`config.mk`:
```
export PLATFORM = sky130hd
export DESIGN_NAME = msb_bridge_regs
export DESIGN_NICKNAME = d
export VERILOG_FILES = /design/src/hdl/msb_pkg.sv /design/src/hdl/msb_bit_fifo.sv /design/src/hdl/msb_bridge_regs.sv
export VERILOG_INCLUDE_DIRS = /design/src /design/src/hdl
export SDC_FILE = /design/constraint.sdc
export NUM_CORES = 1
export LEC_CHECK = 0
export ABC_CLOCK_PERIOD_IN_PS = 2460
export BUFFER_PORTS_ARGS = -buffer_cell sky130_fd_sc_hd__clkbuf_2
export CELL_PAD_IN_SITES_DETAIL_PLACEMENT = 0
export CELL_PAD_IN_SITES_GLOBAL_PLACEMENT = 1
export CORE_MARGIN = 4
export CORE_UTILIZATION = 40
export CTS_CLUSTER_SIZE = 12
export DETAILED_ROUTE_END_ITERATION = 6
export PLACE_DENSITY = 0.8
export SLEW_MARGIN = 20
export SYNTH_ARGS = -nofsm -noshare
export SYNTH_HDL_FRONTEND = slang
export SYNTH_HIERARCHICAL = 1
export SYNTH_SLANG_ARGS = --single-unit
export TNS_END_PERCENT = 5
```
`constraint.sdc`:
```
create_clock -name clk -period 2.46 [get_ports clk]
set_input_delay 0.492 -clock clk [delete_from_list [all_inputs] [get_ports clk]]
set_output_delay 0.492 -clock clk [all_outputs]
set_load 0.02 [all_outputs]
```
`src/hdl/msb_defs.svh`:
```
`ifndef MSB_DEFS_SVH
`define MSB_DEFS_SVH

// ----------------------------------------------------------------
// Instruction capture and address codes
// ----------------------------------------------------------------
`define MSB_IR_CAPTURE_LOW  2'b01
`define MSB_ADDR_INDIV_MAX  8'h3a
`define MSB_ADDR_BCAST      8'h3b
`define MSB_ADDR_GROUP_BASE 8'h3c

// ----------------------------------------------------------------
// Reset values
// ----------------------------------------------------------------
`define MSB_GRP_RESET       2'h0
`define MSB_PCFG_RESET_LOW  7'h01
`define MSB_FLAG_RESET      1'b0
`define MSB_BYPASS_CAPTURE  1'b0

// ----------------------------------------------------------------
// Port configuration field positions
// ----------------------------------------------------------------
`define MSB_PCFG_PORT3_BIT  4
`define MSB_PCFG_CLK_BIT    3
`define MSB_PCFG_FLAG_BIT   7

// ----------------------------------------------------------------
// Timing counts and buffering
// ----------------------------------------------------------------
`define MSB_TLR_CLK_PULSES  10'd512
`define MSB_TLR_CNT_W       10
`define MSB_FIFO_DEPTH      16

`endif

```
`src/hdl/msb_pkg.sv`:
```
package msb_pkg;

    // ------------------------------------------------------------
    // Types shared by the bridge registers
    // ------------------------------------------------------------

    // TAP controller state strobes, one per backplane test clock
    typedef struct packed {
        logic tlr;          // In Test-Logic-Reset
        logic capture_ir;   // Leaving Capture-IR
        logic shift_ir;     // In Shift-IR
        logic update_ir;    // In Update-IR
        logic capture_dr;   // Leaving Capture-DR
        logic shift_dr;     // In Shift-DR
        logic update_dr;    // In Update-DR
    } msb_tap_t;

    // Data register picked by the instruction decoder
    typedef enum logic [3:0] {
        MSB_DR_BYPASS   = 4'b0001,
        MSB_DR_BOUNDARY = 4'b0010,
        MSB_DR_GROUP    = 4'b0100,
        MSB_DR_PCFG     = 4'b1000
    } msb_dr_t;

    // Selection state of the bridge
    typedef enum logic [1:0] {
        MSB_WAIT_ADDR = 2'b01,
        MSB_SELECTED  = 2'b10
    } msb_sel_t;

    // Park status from the local port controllers
    typedef struct packed {
        logic [3:0] parked;  // Port parked, one per local port
        logic       in_tlr;  // Ports held in parked_in_reset_state
    } msb_park_t;

    // Test clock counter status
    typedef struct packed {
        logic on;      // Counter enabled
        logic zero;    // Counter at terminal count
        logic reload;  // Counter loaded with a new value
    } msb_cntr_t;

endpackage

```
`src/hdl/msb_bit_fifo.sv`:
```
`timescale 1ns/1ps

module msb_bit_fifo
    import msb_pkg::*;
#(
    parameter int W = 1,
    parameter int D = 16
)
(
    input  wire logic         clk,
    input  wire logic         rst_b,
    input  wire logic         in_valid,
    input  wire logic [W-1:0] in_data,
    output logic              in_ready,
    output logic              out_valid,
    output logic [W-1:0]      out_data,
    input  wire logic         out_ready
);

    // ------------------------------------------------------------
    // Storage and pointers (depth must be a power of two)
    // ------------------------------------------------------------
    localparam int AW = $clog2(D);

    logic [W-1:0]  mem [D];       // Word store
    logic [AW-1:0] wr_ptr_r;      // Next slot to write
    logic [AW-1:0] rd_ptr_r;      // Next slot to read
    logic [AW:0]   count_r;       // Words held in the store
    logic [AW:0]   count_nxt;     // Count after this edge
    logic          in_ready_r;    // Room left, registered
    logic          out_valid_r;   // Output stage holds a word
    logic [W-1:0]  out_data_r;    // Output stage word
    wire           push;          // Word accepted this edge
    wire           pop;           // Word moved to output stage

    assign push      = in_valid & in_ready_r;
    assign pop       = (count_r != '0) & (~out_valid_r | out_ready);
    assign count_nxt = count_r + (AW+1)'(push) - (AW+1)'(pop);
    assign in_ready  = in_ready_r;
    assign out_valid = out_valid_r;
    assign out_data  = out_data_r;

    // Store write, no reset needed for data
    always_ff @(posedge clk)
    begin
        if (push)
            mem[wr_ptr_r] <= in_data;
    end

    // Pointers, count and registered full flag
    always_ff @(posedge clk or negedge rst_b)
    begin
        if (!rst_b)
        begin
            wr_ptr_r   <= '0;
            rd_ptr_r   <= '0;
            count_r    <= '0;
            in_ready_r <= 1'b1;
        end
        else
        begin
            wr_ptr_r   <= wr_ptr_r + AW'(push);
            rd_ptr_r   <= rd_ptr_r + AW'(pop);
            count_r    <= count_nxt;
            in_ready_r <= (count_nxt != (AW+1)'(D));
        end
    end

    // Output stage, drained by the far side
    always_ff @(posedge clk or negedge rst_b)
    begin
        if (!rst_b)
        begin
            out_valid_r <= 1'b0;
            out_data_r  <= '0;
        end
        else if (pop)
        begin
            out_valid_r <= 1'b1;
            out_data_r  <= mem[rd_ptr_r];
        end
        else if (out_ready)
            out_valid_r <= 1'b0;
    end

endmodule

```
`src/hdl/msb_bridge_regs.sv`:
```
`timescale 1ns/1ps
`include "msb_defs.svh"

// Summary of operation
// RULE_01: Eight-bit instruction register shifts during Shift-IR
// RULE_02: Capture-IR loads slot levels above binary 01
// RULE_03: Wait-For-Address selects only on address match
// RULE_04: Codes 00 to 3A match slot inputs
// RULE_05: Address 3B selects every bridge
// RULE_06: Group addresses compare against group select register
// RULE_07: Integrator never uses group codes as slots
// RULE_08: Group select register is two bits wide
// RULE_09: Codes 00..11 map to 3C..3F
// RULE_10: Matching group address selects the bridge
// RULE_11: Group select clears in Test-Logic-Reset
// RULE_12: Master programs groups individually, then broadcasts
// RULE_13: Selected bridge offers one-bit bypass path
// RULE_14: Boundary register only samples slot and enable
// RULE_15: Port configuration resets to 00000001
// RULE_16: Bits 0,1,2,4 pick ports; bit 3 clocks
// RULE_17: All parked: register straight to serial output
// RULE_18: Unparked ports join ascending, each with pad
// RULE_19: Parked ports stop clocks when bit 3 set
// RULE_20: Parked reset state stops clocks after 512
// RULE_21: Bit 7 flags counter at zero, read-only
// RULE_22: Failed address match changes nothing

module msb_bridge_regs
    import msb_pkg::*;
(
    input  wire logic       clk,
    input  wire logic       rst_b,
    input  wire msb_tap_t   tap,
    input  wire logic       tdi,
    input  wire logic       goto_wait,
    input  wire msb_dr_t    dr_sel,
    input  wire logic [6:0] slot,
    input  wire logic       oe_b,
    input  wire msb_park_t  park,
    input  wire msb_cntr_t  cntr,
    input  wire logic [3:0] lsp_tdo,
    output logic      [3:0] lsp_tdi,
    output logic      [3:0] lsp_clk_run,
    output logic            selected,
    output logic      [1:0] group_select,
    output logic      [7:0] port_config,
    output logic            shift_ready,
    output logic            tdo_data,
    output logic            tdo_valid,
    input  wire logic       tdo_ready
);

    // ------------------------------------------------------------
    // Helper functions
    // ------------------------------------------------------------

    // Group address for a group code
    function automatic logic [7:0] group_addr(input logic [1:0] code);
        group_addr = `MSB_ADDR_GROUP_BASE + {6'h00, code};
    endfunction

    // Configuration bit that inserts a given local port
    function automatic int port_bit(input int p);
        port_bit = (p < 3) ? p : `MSB_PCFG_PORT3_BIT;
    endfunction

    // ------------------------------------------------------------
    // State and registers
    // ------------------------------------------------------------
    msb_sel_t   sel_r;         // Selection state
    msb_sel_t   sel_nxt;       // Next selection state
    logic [7:0] ir_r;          // Instruction shift register
    logic       byp_r;         // Bypass bit
    logic [7:0] bsr_r;         // Sample-only boundary register
    logic [1:0] grp_sh_r;      // Group select shift stage
    logic [1:0] grp_r;         // Group select register
    logic [7:0] pcfg_sh_r;     // Port configuration shift stage
    logic [6:0] pcfg_r;        // Port configuration, writable bits
    logic       flag_r;        // Counter status flag
    logic [3:0] lsp_tdi_r;     // Feed bit to each local port
    logic [3:0] pad_r;         // Pad stage after each local port
    logic [3:0] clk_run_r;     // Local test clock enables
    logic [`MSB_TLR_CNT_W-1:0] tlr_cnt_r;  // Pulses in parked reset
    logic       sel_out_r;     // Selected flag to the outside

    // ------------------------------------------------------------
    // Decoding
    // ------------------------------------------------------------
    wire        fifo_in_ready; // Room for one more serial bit
    wire        shifting;      // Shift requested by TAP
    wire        adv;           // Shift actually taken
    wire        is_sel;        // Bridge currently selected
    wire        hit_indiv;     // Individual address match
    wire        hit_bcast;     // Broadcast address match
    wire        hit_group;     // Group address match
    wire        addr_hit;      // Any address match
    msb_dr_t    dr_eff;        // Data register in the path
    wire        dr_out;        // Bit leaving the data register
    wire        dr_upd;        // Update of a selected register
    wire [3:0]  in_chain;      // Port inserted in scan chain
    wire        tlr_done;      // 512 pulses seen in parked reset
    wire        cnt_stop;      // Counter holds parked clocks low
    wire        clk_bit;       // Clock control bit
    logic [3:0] feed;          // Bit offered to each port
    logic       chain_end;     // Bit leaving the port network
    wire        fifo_bit;      // Bit pushed to the output buffer

    // Shifting stalls while the output buffer is full
    assign shifting = tap.shift_ir | tap.shift_dr;
    assign adv      = shifting & fifo_in_ready;
    assign is_sel   = (sel_r == MSB_SELECTED);

    // Individual address, codes 00 to 3A against slot inputs
    assign hit_indiv = (ir_r <= `MSB_ADDR_INDIV_MAX) &&
                       (ir_r == {1'b0, slot});         // RULE_04
    // Broadcast address selects every bridge
    assign hit_bcast = (ir_r == `MSB_ADDR_BCAST);      // RULE_05
    // Group address against the group select register
    assign hit_group = (ir_r == group_addr(grp_r));    // RULE_06 RULE_09
    assign addr_hit  = hit_indiv | hit_bcast | hit_group;

    // Unselected bridge offers the bypass bit, then any ports in the chain
    assign dr_eff = is_sel ? dr_sel : MSB_DR_BYPASS;
    assign dr_upd = tap.update_dr & is_sel;

    // Bit leaving whichever data register sits in the path
    assign dr_out = (dr_eff == MSB_DR_BOUNDARY) ? bsr_r[0]     :
                    (dr_eff == MSB_DR_GROUP)    ? grp_sh_r[0]  :
                    (dr_eff == MSB_DR_PCFG)     ? pcfg_sh_r[0] :
                                                  byp_r;

    // Ports join only when enabled and unparked
    genvar gp;
    generate
        for (gp = 0; gp < 4; gp++)
        begin : g_chain
            assign in_chain[gp] = pcfg_r[port_bit(gp)] &
                                  ~park.parked[gp];    // RULE_16
        end
    endgenerate

    // Walk the port network in ascending order
    always_comb
    begin
        logic cur;
        cur  = dr_out;
        feed = lsp_tdi_r;
        for (int p = 0; p < 4; p++)
        begin
            if (in_chain[p])
            begin
                feed[p] = cur;                         // RULE_18
                cur     = pad_r[p];
            end
        end
        // With every port parked cur is still dr_out
        chain_end = cur;                               // RULE_17
    end

    // Instruction scan bypasses the port network
    assign fifo_bit = tap.shift_ir ? ir_r[0] : chain_end;

    // Clock gating terms
    assign clk_bit  = pcfg_r[`MSB_PCFG_CLK_BIT];
    assign tlr_done = (tlr_cnt_r == `MSB_TLR_CLK_PULSES);
    assign cnt_stop = cntr.on & cntr.zero;

    // ------------------------------------------------------------
    // Selection state machine
    // ------------------------------------------------------------

    // Next state from address match or return request
    always_comb
    begin
        sel_nxt = sel_r;
        if (tap.tlr)
            sel_nxt = MSB_WAIT_ADDR;
        else
        begin
            case (sel_r)
                MSB_WAIT_ADDR:
                begin
                    // A miss leaves everything as it was
                    if (tap.update_ir && addr_hit)
                        sel_nxt = MSB_SELECTED; // RULE_03 RULE_10 RULE_22
                end
                MSB_SELECTED:
                begin
                    // Deselect on return request
                    if (goto_wait)
                        sel_nxt = MSB_WAIT_ADDR;
                end
                default:
                    sel_nxt = MSB_WAIT_ADDR;
            endcase
        end
    end

    // State register and its registered copy
    always_ff @(posedge clk or negedge rst_b)
    begin
        if (!rst_b)
        begin
            sel_r     <= MSB_WAIT_ADDR;
            sel_out_r <= 1'b0;
        end
        else
        begin
            sel_r     <= sel_nxt;
            sel_out_r <= (sel_nxt == MSB_SELECTED);
        end
    end

    // ------------------------------------------------------------
    // Instruction register
    // ------------------------------------------------------------

    // Capture slot levels, then shift toward the output
    always_ff @(posedge clk or negedge rst_b)
    begin
        if (!rst_b)
            ir_r <= '0;
        else if (tap.capture_ir)
            ir_r <= {1'b0, slot[4:0], `MSB_IR_CAPTURE_LOW}; // RULE_02
        else if (tap.shift_ir && adv)
            ir_r <= {tdi, ir_r[7:1]};                       // RULE_01
    end

    // ------------------------------------------------------------
    // Bypass and boundary registers
    // ------------------------------------------------------------

    // One-bit bypass, captures zero
    always_ff @(posedge clk or negedge rst_b)
    begin
        if (!rst_b)
            byp_r <= `MSB_BYPASS_CAPTURE;
        else if (tap.capture_dr && dr_eff == MSB_DR_BYPASS)
            byp_r <= `MSB_BYPASS_CAPTURE;              // RULE_13
        else if (tap.shift_dr && adv && dr_eff == MSB_DR_BYPASS)
            byp_r <= tdi;                              // RULE_13
    end

    // Sample-only cells, no update stage drives anything
    always_ff @(posedge clk or negedge rst_b)
    begin
        if (!rst_b)
            bsr_r <= '0;
        else if (tap.capture_dr && dr_eff == MSB_DR_BOUNDARY)
            bsr_r <= {oe_b, slot};                     // RULE_14
        else if (tap.shift_dr && adv && dr_eff == MSB_DR_BOUNDARY)
            bsr_r <= {tdi, bsr_r[7:1]};
    end

    // ------------------------------------------------------------
    // Group select register
    // ------------------------------------------------------------

    // Shift stage, captures the current group code
    always_ff @(posedge clk or negedge rst_b)
    begin
        if (!rst_b)
            grp_sh_r <= `MSB_GRP_RESET;
        else if (tap.capture_dr && dr_eff == MSB_DR_GROUP)
            grp_sh_r <= grp_r;
        else if (tap.shift_dr && adv && dr_eff == MSB_DR_GROUP)
            grp_sh_r <= {tdi, grp_sh_r[1]};            // RULE_08
    end

    // Held code, cleared in Test-Logic-Reset
    always_ff @(posedge clk or negedge rst_b)
    begin
        if (!rst_b)
            grp_r <= `MSB_GRP_RESET;
        else if (tap.tlr)
            grp_r <= `MSB_GRP_RESET;                   // RULE_11
        else if (dr_upd && dr_sel == MSB_DR_GROUP)
            grp_r <= grp_sh_r;                         // RULE_08
    end

    // ------------------------------------------------------------
    // Port configuration register
    // ------------------------------------------------------------

    // Shift stage, captures value with status flag
    always_ff @(posedge clk or negedge rst_b)
    begin
        if (!rst_b)
            pcfg_sh_r <= '0;
        else if (tap.capture_dr && dr_eff == MSB_DR_PCFG)
            pcfg_sh_r <= {flag_r, pcfg_r};
        else if (tap.shift_dr && adv && dr_eff == MSB_DR_PCFG)
            pcfg_sh_r <= {tdi, pcfg_sh_r[7:1]};
    end

    // Writable bits; bit 7 of the shift stage is dropped
    always_ff @(posedge clk or negedge rst_b)
    begin
        if (!rst_b)
            pcfg_r <= `MSB_PCFG_RESET_LOW;
        else if (tap.tlr)
            pcfg_r <= `MSB_PCFG_RESET_LOW;             // RULE_15
        else if (dr_upd && dr_sel == MSB_DR_PCFG)
            pcfg_r <= pcfg_sh_r[6:0];                  // RULE_16
    end

    // Counter status flag, set wins over reload
    always_ff @(posedge clk or negedge rst_b)
    begin
        if (!rst_b)
            flag_r <= `MSB_FLAG_RESET;
        else if (cnt_stop)
            flag_r <= 1'b1;                            // RULE_21
        else if (cntr.reload)
            flag_r <= 1'b0;                            // RULE_21
    end

    // ------------------------------------------------------------
    // Local port network
    // ------------------------------------------------------------

    // Feed and pad stages move only on a taken shift
    always_ff @(posedge clk or negedge rst_b)
    begin
        if (!rst_b)
        begin
            lsp_tdi_r <= '0;
            pad_r     <= '0;
        end
        else if (tap.shift_dr && adv)
        begin
            lsp_tdi_r <= feed;                         // RULE_18
            pad_r     <= lsp_tdo;                      // RULE_18
        end
    end

    // ------------------------------------------------------------
    // Local test clock control
    // ------------------------------------------------------------

    // Count backplane clocks while held in parked reset
    always_ff @(posedge clk or negedge rst_b)
    begin
        if (!rst_b)
            tlr_cnt_r <= '0;
        else if (!park.in_tlr)
            tlr_cnt_r <= '0;
        else if (!tlr_done)
            tlr_cnt_r <= tlr_cnt_r + 1'b1;             // RULE_20
    end

    // Unparked ports always run; parked ones may stop
    always_ff @(posedge clk or negedge rst_b)
    begin
        if (!rst_b)
            clk_run_r <= '1;
        else
        begin
            for (int p = 0; p < 4; p++)
            begin
                if (!park.parked[p])
                    clk_run_r[p] <= 1'b1;
                else if (park.in_tlr)
                    clk_run_r[p] <= ~tlr_done & ~cnt_stop; // RULE_20
                else
                    clk_run_r[p] <= ~clk_bit & ~cnt_stop;  // RULE_19
            end
        end
    end

    // ------------------------------------------------------------
    // Serial output buffer
    // ------------------------------------------------------------

    // Bits leaving the chain wait here for the master
    msb_bit_fifo #(
        .W (1),
        .D (`MSB_FIFO_DEPTH)
    ) u_out_fifo (
        .clk       (clk),
        .rst_b     (rst_b),
        .in_valid  (adv),
        .in_data   (fifo_bit),
        .in_ready  (fifo_in_ready),
        .out_valid (tdo_valid),
        .out_data  (tdo_data),
        .out_ready (tdo_ready)
    );

    // ------------------------------------------------------------
    // Outputs
    // ------------------------------------------------------------
    assign lsp_tdi      = lsp_tdi_r;
    assign lsp_clk_run  = clk_run_r;
    assign selected     = sel_out_r;
    assign group_select = grp_r;
    assign port_config  = {flag_r, pcfg_r};
    assign shift_ready  = fifo_in_ready;

endmodule

```
Word level (Yosys, flattened, before mapping)
Memories as Yosys holds them, arrays and structs flattened. A register that Yosys moved wholly into a read port is not among the register bits.
Index checks and enable logic that the tools add are counted.
{"block": "totals", "out_inout_bits": 22, "wordCells": 137, "mem_bits_rw": 16, "memories": 1, "register_bits": 77}
{"memory": "u_out_fifo.mem", "words": 16, "word_bits": 1, "read_ports": 1, "rd_ports_with_merged_regs": 1, "wr": 1, "line": "msb_bit_fifo.sv:25", "text": "logic [W-1:0] mem [D];"}
{"block": "classes", "n_mux": 40, "n_lt_le_gt_ge": 1, "n_bitwise": 23, "eq_ne": 15, "reduce_logical": 29, "addsub": 6}
{"operator": "8-bit 2-to-1 mux", "count": 6}
{"operator": "1-bit 2-to-1 mux", "count": 21}
{"operator": "10-bit 2-to-1 mux", "count": 2}
{"operator": "2-bit nonzero test", "count": 9}
{"operator": "8-bit by 7-bit == test with 1-bit output", "count": 2}
{"operator": "1-bit logical AND", "count": 14}
{"operator": "2-bit 2-to-1 mux", "count": 7}
{"operator": "7-bit 2-to-1 mux", "count": 2}
{"operator": "1-bit AND", "count": 11}
{"operator": "10-bit by 1-bit adder with 10-bit output (second input constant)", "count": 1}
{"operator": "10-bit == test (second input constant)", "count": 1}
{"operator": "4-bit by 1-bit adder with 4-bit output", "count": 2}
{"operator": "4-bit by 3-bit == test with 1-bit output (second input constant)", "count": 2}
{"operator": "4-bit == test (second input constant)", "count": 2}
{"operator": "8-bit by 6-bit == test with 1-bit output (second input constant)", "count": 1}
{"operator": "8-bit by 6-bit less-or-equal comparator with 1-bit output (second input constant)", "count": 1}
{"operator": "1-bit inverter", "count": 8}
{"operator": "2-bit AND reduction", "count": 4}
{"operator": "6-bit by 2-bit adder with 7-bit output (first input constant)", "count": 1}
{"operator": "5-bit by 1-bit adder with 5-bit output", "count": 1}
{"operator": "5-bit != test (second input constant)", "count": 1}
{"operator": "5-bit nonzero test", "count": 1}
{"operator": "5-bit by 1-bit subtractor with 5-bit output", "count": 1}
{"operator": "2-bit == test (second input constant)", "count": 2}
{"operator": "other kinds (8)", "count": 11}

Depth between registers and ports, before layout
{"block": "depth", "ltp_word": 11, "ltp_mapped": 13, "depth_no_buf": 13}

Hierarchy
Netlist, hierarchy kept.
{"mod": "msb_bridge_regs", "n_inst": 1, "cells_per_inst": 332, "area_each_um2": 3230.6, "seq_area_each_um2": 1559.0}
{"mod": "msb_bit_fifo", "n_inst": 1, "cells_per_inst": 114, "area_each_um2": 1501.4, "seq_area_each_um2": 882.1}

Least setup slack after synthesis
No wires, ideal clock.
{"block": "synth_timing", "path_type": "reg2reg", "from": "reg u_out_fifo.in_ready_r (netlist: u_out_fifo/in_ready)", "to": "reg u_out_fifo.count_r[4]", "synth_period_minus_slack_ns": 2.651, "setup_slack_ns": -0.191, "setup_ns": 0.119, "n_path_buf": 1, "stages_incl_launch_ff": 14, "arrival_time_ns": 2.532, "required_ns": 2.341, "cell_sequence": "dfstp_2 nand2_1 clkbuf_1 nand2_1 nand2_1 ha_1 inv_1 ha_1 inv_1 fa_1 nand2b_1 a21oi_1 o21ai_0 and2_1"}
{"block": "synth_between", "elab_chain_cells": 4}
{"element": "from (decl)", "line": "msb_bit_fifo.sv:30", "text": "logic in_ready_r;"}
{"element": "from (signal assigned)", "line": "msb_bit_fifo.sv:65", "text": "in_ready_r <= (count_nxt != (AW+1)'(D));"}
{"element": "1-bit AND", "line": "msb_bridge_regs.sv:110", "text": "assign adv = shifting & fifo_in_ready;"}
{"element": "via adv", "line": "msb_bridge_regs.sv:91", "text": "wire adv;"}
{"element": "1-bit AND", "line": "msb_bit_fifo.sv:36", "text": "assign push = in_valid & in_ready_r;"}
{"element": "5-bit by 1-bit adder with 5-bit output", "line": "msb_bit_fifo.sv:38", "text": "assign count_nxt = count_r + (AW+1)'(push) - (AW+1)'(pop);"}
{"element": "5-bit by 1-bit subtractor with 5-bit output", "line": "msb_bit_fifo.sv:38"}
{"element": "via u_out_fifo.count_nxt[4]", "line": "msb_bit_fifo.sv:29", "text": "logic [AW:0] count_nxt;"}
{"element": "to (signal assigned)", "line": "msb_bit_fifo.sv:64", "text": "count_r <= count_nxt;"}
{"element": "to (decl)", "line": "msb_bit_fifo.sv:28", "text": "logic [AW:0] count_r;"}
The timed path passes the listed nets, and every way through them passes these cells.
A chain may end at the register's enable or synchronous reset.

Worst setup path after layout
{"block": "layout_timing", "from": "reg u_out_fifo.count_r[3]", "to": "reg u_out_fifo.count_r[4]"}
{"block": "layout_between", "elab_chain_cells": 3, "word_cells_on_any_way": 4, "cone_classes": "add/sub: 2; bitwise: 1; reduce/logical: 1"}
{"element": "5-bit nonzero test", "line": "msb_bit_fifo.sv:37", "text": "assign pop = (count_r != '0) & (~out_valid_r | out_ready);"}
{"element": "1-bit AND", "line": "msb_bit_fifo.sv:37"}
{"element": "via u_out_fifo.pop", "line": "msb_bit_fifo.sv:34", "text": "wire pop;"}
{"element": "5-bit by 1-bit subtractor with 5-bit output", "line": "msb_bit_fifo.sv:38"}
{"element": "via u_out_fifo.count_nxt[4]", "line": "msb_bit_fifo.sv:29"}
The timed path passes the listed nets, and every way through them passes these cells.

==> results by group <==
GRT
  – Met1 GRT Util: 0.214
  – GR Util All Layers: 0.155
  – Vias in the first global route: 3369
  – Grt total ovfl: 0
  – Initial antenna violation count: 0
  – M3 GR Usage: 0.0446
  – GR peak layer: met2
  – Largest net degree at the start of global routing: 41
  – M2 GR Usage: 0.237
  – First-pass GRT wire length: 16400 um

Die
  – Chip width: 117 um
  – Num rows: 39
  – Initial core utilization: 0.411
  – Boundary Pins: 58
  – Die area: 13600 um2
  – Std-Cell Core Area: 11500 um2
  – Die height: 117 um

Clock tree
  – CTS tree: done
  – H-tree depth: 3
  – Worst-Skew Late Latency: 0.34 ns
  – Clock Tree Buf Depth: 2
  – CTS root buf: clkbuf_16
  – CTS clk-pin slew, worst paths: 0.07 ns
  – CTS Sinks: 94
  – CTS buffer count: 9

Outcome
  – Status: finished, final reports clean

Flow run
  – Max_cap viols: 0

Logic synthesis
  – Post-synth top area cell: dfrtp_1
  – Post-synthesis async set-or-reset flop share: 0.830
  – Mux share of post-synthesis cell area: 0.0600
  – YS warnings: 6
  – Dominant cells by area after synthesis: dfrtp_1 (38%), edfxtp_1 (10%), dfstp_2 (3.9%), nand2_1 (3.8%), ha_1 (3.7%)
  – Seq cells post-synth: 94
  – Largest family of logic cells by synthesized area: simple AND/OR/NAND/NOR gates
  – Simple-Gate Fraction of Synth Area: 0.188
  – Register area share after synthesis: 0.516
  – Post-synthesis adder-cell area fraction: 0.0412
  – XOR/XNOR share of the synthesized area: 0.0426
  – Synth Area in Compound Gates: 0.120
  – Number of unique standard cell types used by synthesis: 60
  – Post-synth EDFFs: 16
  – Top_reg_cell synth: dfrtp_1
  – Synthesized instance count: 446
  – Post-Syn Nets: 497
  – Syn_area_per_cell: 10.6 um2
  – Cell area after synthesis: 4730 um2
  – Share of the synthesized area in the top cell type: 0.375

Worst setup path
  – CP max FO: 2
  – Worst Setup EP: u_out_fifo/count_r[4]
  – CP delay by family, top: simple AND/OR/NAND/NOR gates
  – CP Cell Sequence: inv_2 -> ha_4 -> nor4b_4 -> buf_4 -> a21oi_4 -> ha_4 -> inv_2 -> ha_4 -> inv_2 -> fa_2 -> nand2b_4 -> a21oi_2 -> or3_1 -> and2_1
  – Crit path kind: register to register
  – WP buf/inv: 4
  – Critical path launch point type: register
  – Worst path arrival time: 2.67 ns
  – Setup crit start: u_out_fifo/count_r[3]
  – Critical Path RT: 2.70 ns
  – WP depth: 14
  – CP endpoint kind: register
  – Worst path max stage delay: 0.39 ns
  – Reg2reg path depth: 14
  – FF-to-FF Start: u_out_fifo/count_r[3]
  – Reg2reg setup slack: 0.03 ns
  – Worst path slowest cell: dfrtp_1
  – R2R Path End: u_out_fifo/count_r[4]

STA
  – Measured slew at the worst slew-check pin: 0.586 ns
  – Min Tclk post-route: 2.43 ns
  – Slew headroom: 0.607
  – RSZ-0062 raised after global routing: true
  – Final hold violation count: 0
  – Pins Over Slew Limit: 0
  – Setup violators final: 0
  – Worst Skew: 0.00779 ns
  – Fmax achieved: 411 MHz
  – Final worst-path cycle share: 0.989
  – PnR worst setup slack: 0.0262 ns

Drt
  – Wirelength per Cell: 15.0 um
  – DR vias: 3471
  – First-pass iteration count of the detailed router: 5
  – Routed Antenna Nets: 0
  – DR iter-0 viols: 172
  – Detailed Route WL: 9980 um
  – Post-route DRC: 0
  – Vias per cell: 5.23

Hold path
  – Hold WC Path Type: primary input to asynchronous set/reset pin

Place
  – GPL Wtd Cong: 0.789
  – Dpl ws: -0.129 ns
  – Total placed cells including tap cells: 646
  – DPL Wire Length: 7400 um
  – # port buffers: 57

Pwr
  – PnR Total Power: 5310 uW
  – Leakage power: 0.00250 uW
  – Worst VDD drop: 0.484 mV
  – PD cells: 931 nW/um2

Layout
  – # fillers: 1076
  – Area delta synth->final: 20.4%
  – Sequential cell area: 2440 um2
  – Non-Filler Instances: 664
  – Ant. Diodes: 0
  – Nets: 567
  – Area taken by multi-input logic gates: 2260 um2
  – Share of cells above drive strength 1: 0.253
## synth_stat cells, types with 3 or more instances
library cell / instances
dfrtp_1: 71
nand2_1: 48
nor2_1: 30
a21oi_1: 26
nand3_1: 24
inv_1: 22
o21ai_0: 22
edfxtp_1: 16
mux2i_1: 16
xnor2_1: 16
and2_1: 14
ha_1: 14
a22oi_1: 10
nand2b_1: 9
clkbuf_1: 8
dfstp_2: 7
xor2_1: 7
and3_1: 6
nand3b_1: 6
nor3_1: 6
a31oi_1: 4
mux2_2: 4
nand4_1: 4
or3_1: 4
mux4_1: 3
nor2b_1: 3
o31ai_1: 3
## cells in the final DEF (no fill, tap or decap), types with 4 or more instances in the layout
cell type / instances
inv_1: 18
xnor2_1: 15
ha_1: 11
dfrtp_1: 71
edfxtp_1: 16
nand3_1: 24
a21oi_1: 25
nand4_1: 4
xor2_1: 7
o21ai_0: 21
a31oi_1: 4
or3_1: 4
nand3b_1: 6
and2_1: 14
mux2_2: 4
buf_4: 14
mux2i_1: 16
dfstp_2: 7
inv_2: 4
nand2_1: 45
clkbuf_2: 56
and3_1: 6
nand2b_1: 8
nor2_1: 30
clkbuf_16: 9
nand2_2: 5
nor3_1: 5
a22oi_1: 10
## final cells by class
type	count	area share
Tap cell	143	0.0314
Multi-Input combinational cell	317	0.396
Sequential cell	94	0.428
Clock inverter	7	0.0169
Inverter	22	0.0145
Clock buffer	9	0.0395
Timing Repair Buffer	72	0.0731
## worst min-delay path by stage
stage	end	slack, ns	cells after the start
detailed placement	pad_r[3]	0.49	1
global placement	pad_r[3]	0.49	1
floorplan	bsr_r[0]	0.20	0
global route	u_out_fifo/rd_ptr_r[0]	0.15	1
finish	u_out_fifo/rd_ptr_r[0]	0.12	1
CTS	u_out_fifo/rd_ptr_r[0]	0.13	1
## kinds of logic (layout without fill, tap and decap cells)
family                     count (synthesis)  in the layout
and+or+nand+nor                          170            170
muxes                                     23             23
buffers and inverters                     35            110
AOI/OAI and AO/OA                         86             86
xor gates and xnor gates                  23             23
adders and majority gates                 15             15
DFF                                       94             94
## registers in the layout, summed over array words and instances (netlist names)
signal / cells
ir_r: 8
pad_r: 4
bsr_r: 8
u_out_fifo/mem: 16
sel_r: 2
lsp_clk_run: 4
u_out_fifo/wr_ptr_r: 4
grp_sh_r: 2
tlr_cnt_r: 10
u_out_fifo/count_r: 5
u_out_fifo/rd_ptr_r: 4
group_select: 2
lsp_tdi: 4
u_out_fifo/out_data: 1
byp_r: 1
u_out_fifo/in_ready: 1
u_out_fifo/out_valid: 1
flag_r: 1
pcfg_sh_r: 8
selected: 1
pcfg_r: 7
## timing repair
action | CTS | global route
gates resized for setup | 16 | 5
pin swaps | 6 | 2
hold buffers | 0 | 0
endpoints found under the setup margin | 18 | 26
buffers inserted | 2 | 0
## metal layers
layer,part of all wire,vias to the layer above
li1,-,1724
met1,0.47,1666
met2,0.47,70
met3,0.054,11
met4,0.013,0
met5,0,-
## power breakdown
group / internal, uW / total (uW) / switching [uW]
Clock: 894 / 1500 / 609
Sequential: 1860 / 2120 / 264
Combinational: 843 / 1680 / 841
## per-stage QoR
stage / setup TNS [ns] / util / area (um2) / hold slack (ns)
4_1_cts: -0.0731 / 0.492 / 5670 / 0.131
3_3_place_gp: -0.0619 / 0.456 / 5250 / 0.491
5_1_grt: -0.157 / 0.495 / 5700 / 0.148
2_1_floorplan: -0.0980 / - / 4750 / 0.196
3_5_place_dp: -0.246 / 0.456 / 5250 / 0.493
6_report: 0 / 0.495 / 5700 / 0.120
Power figures use the tool's default switching activity.
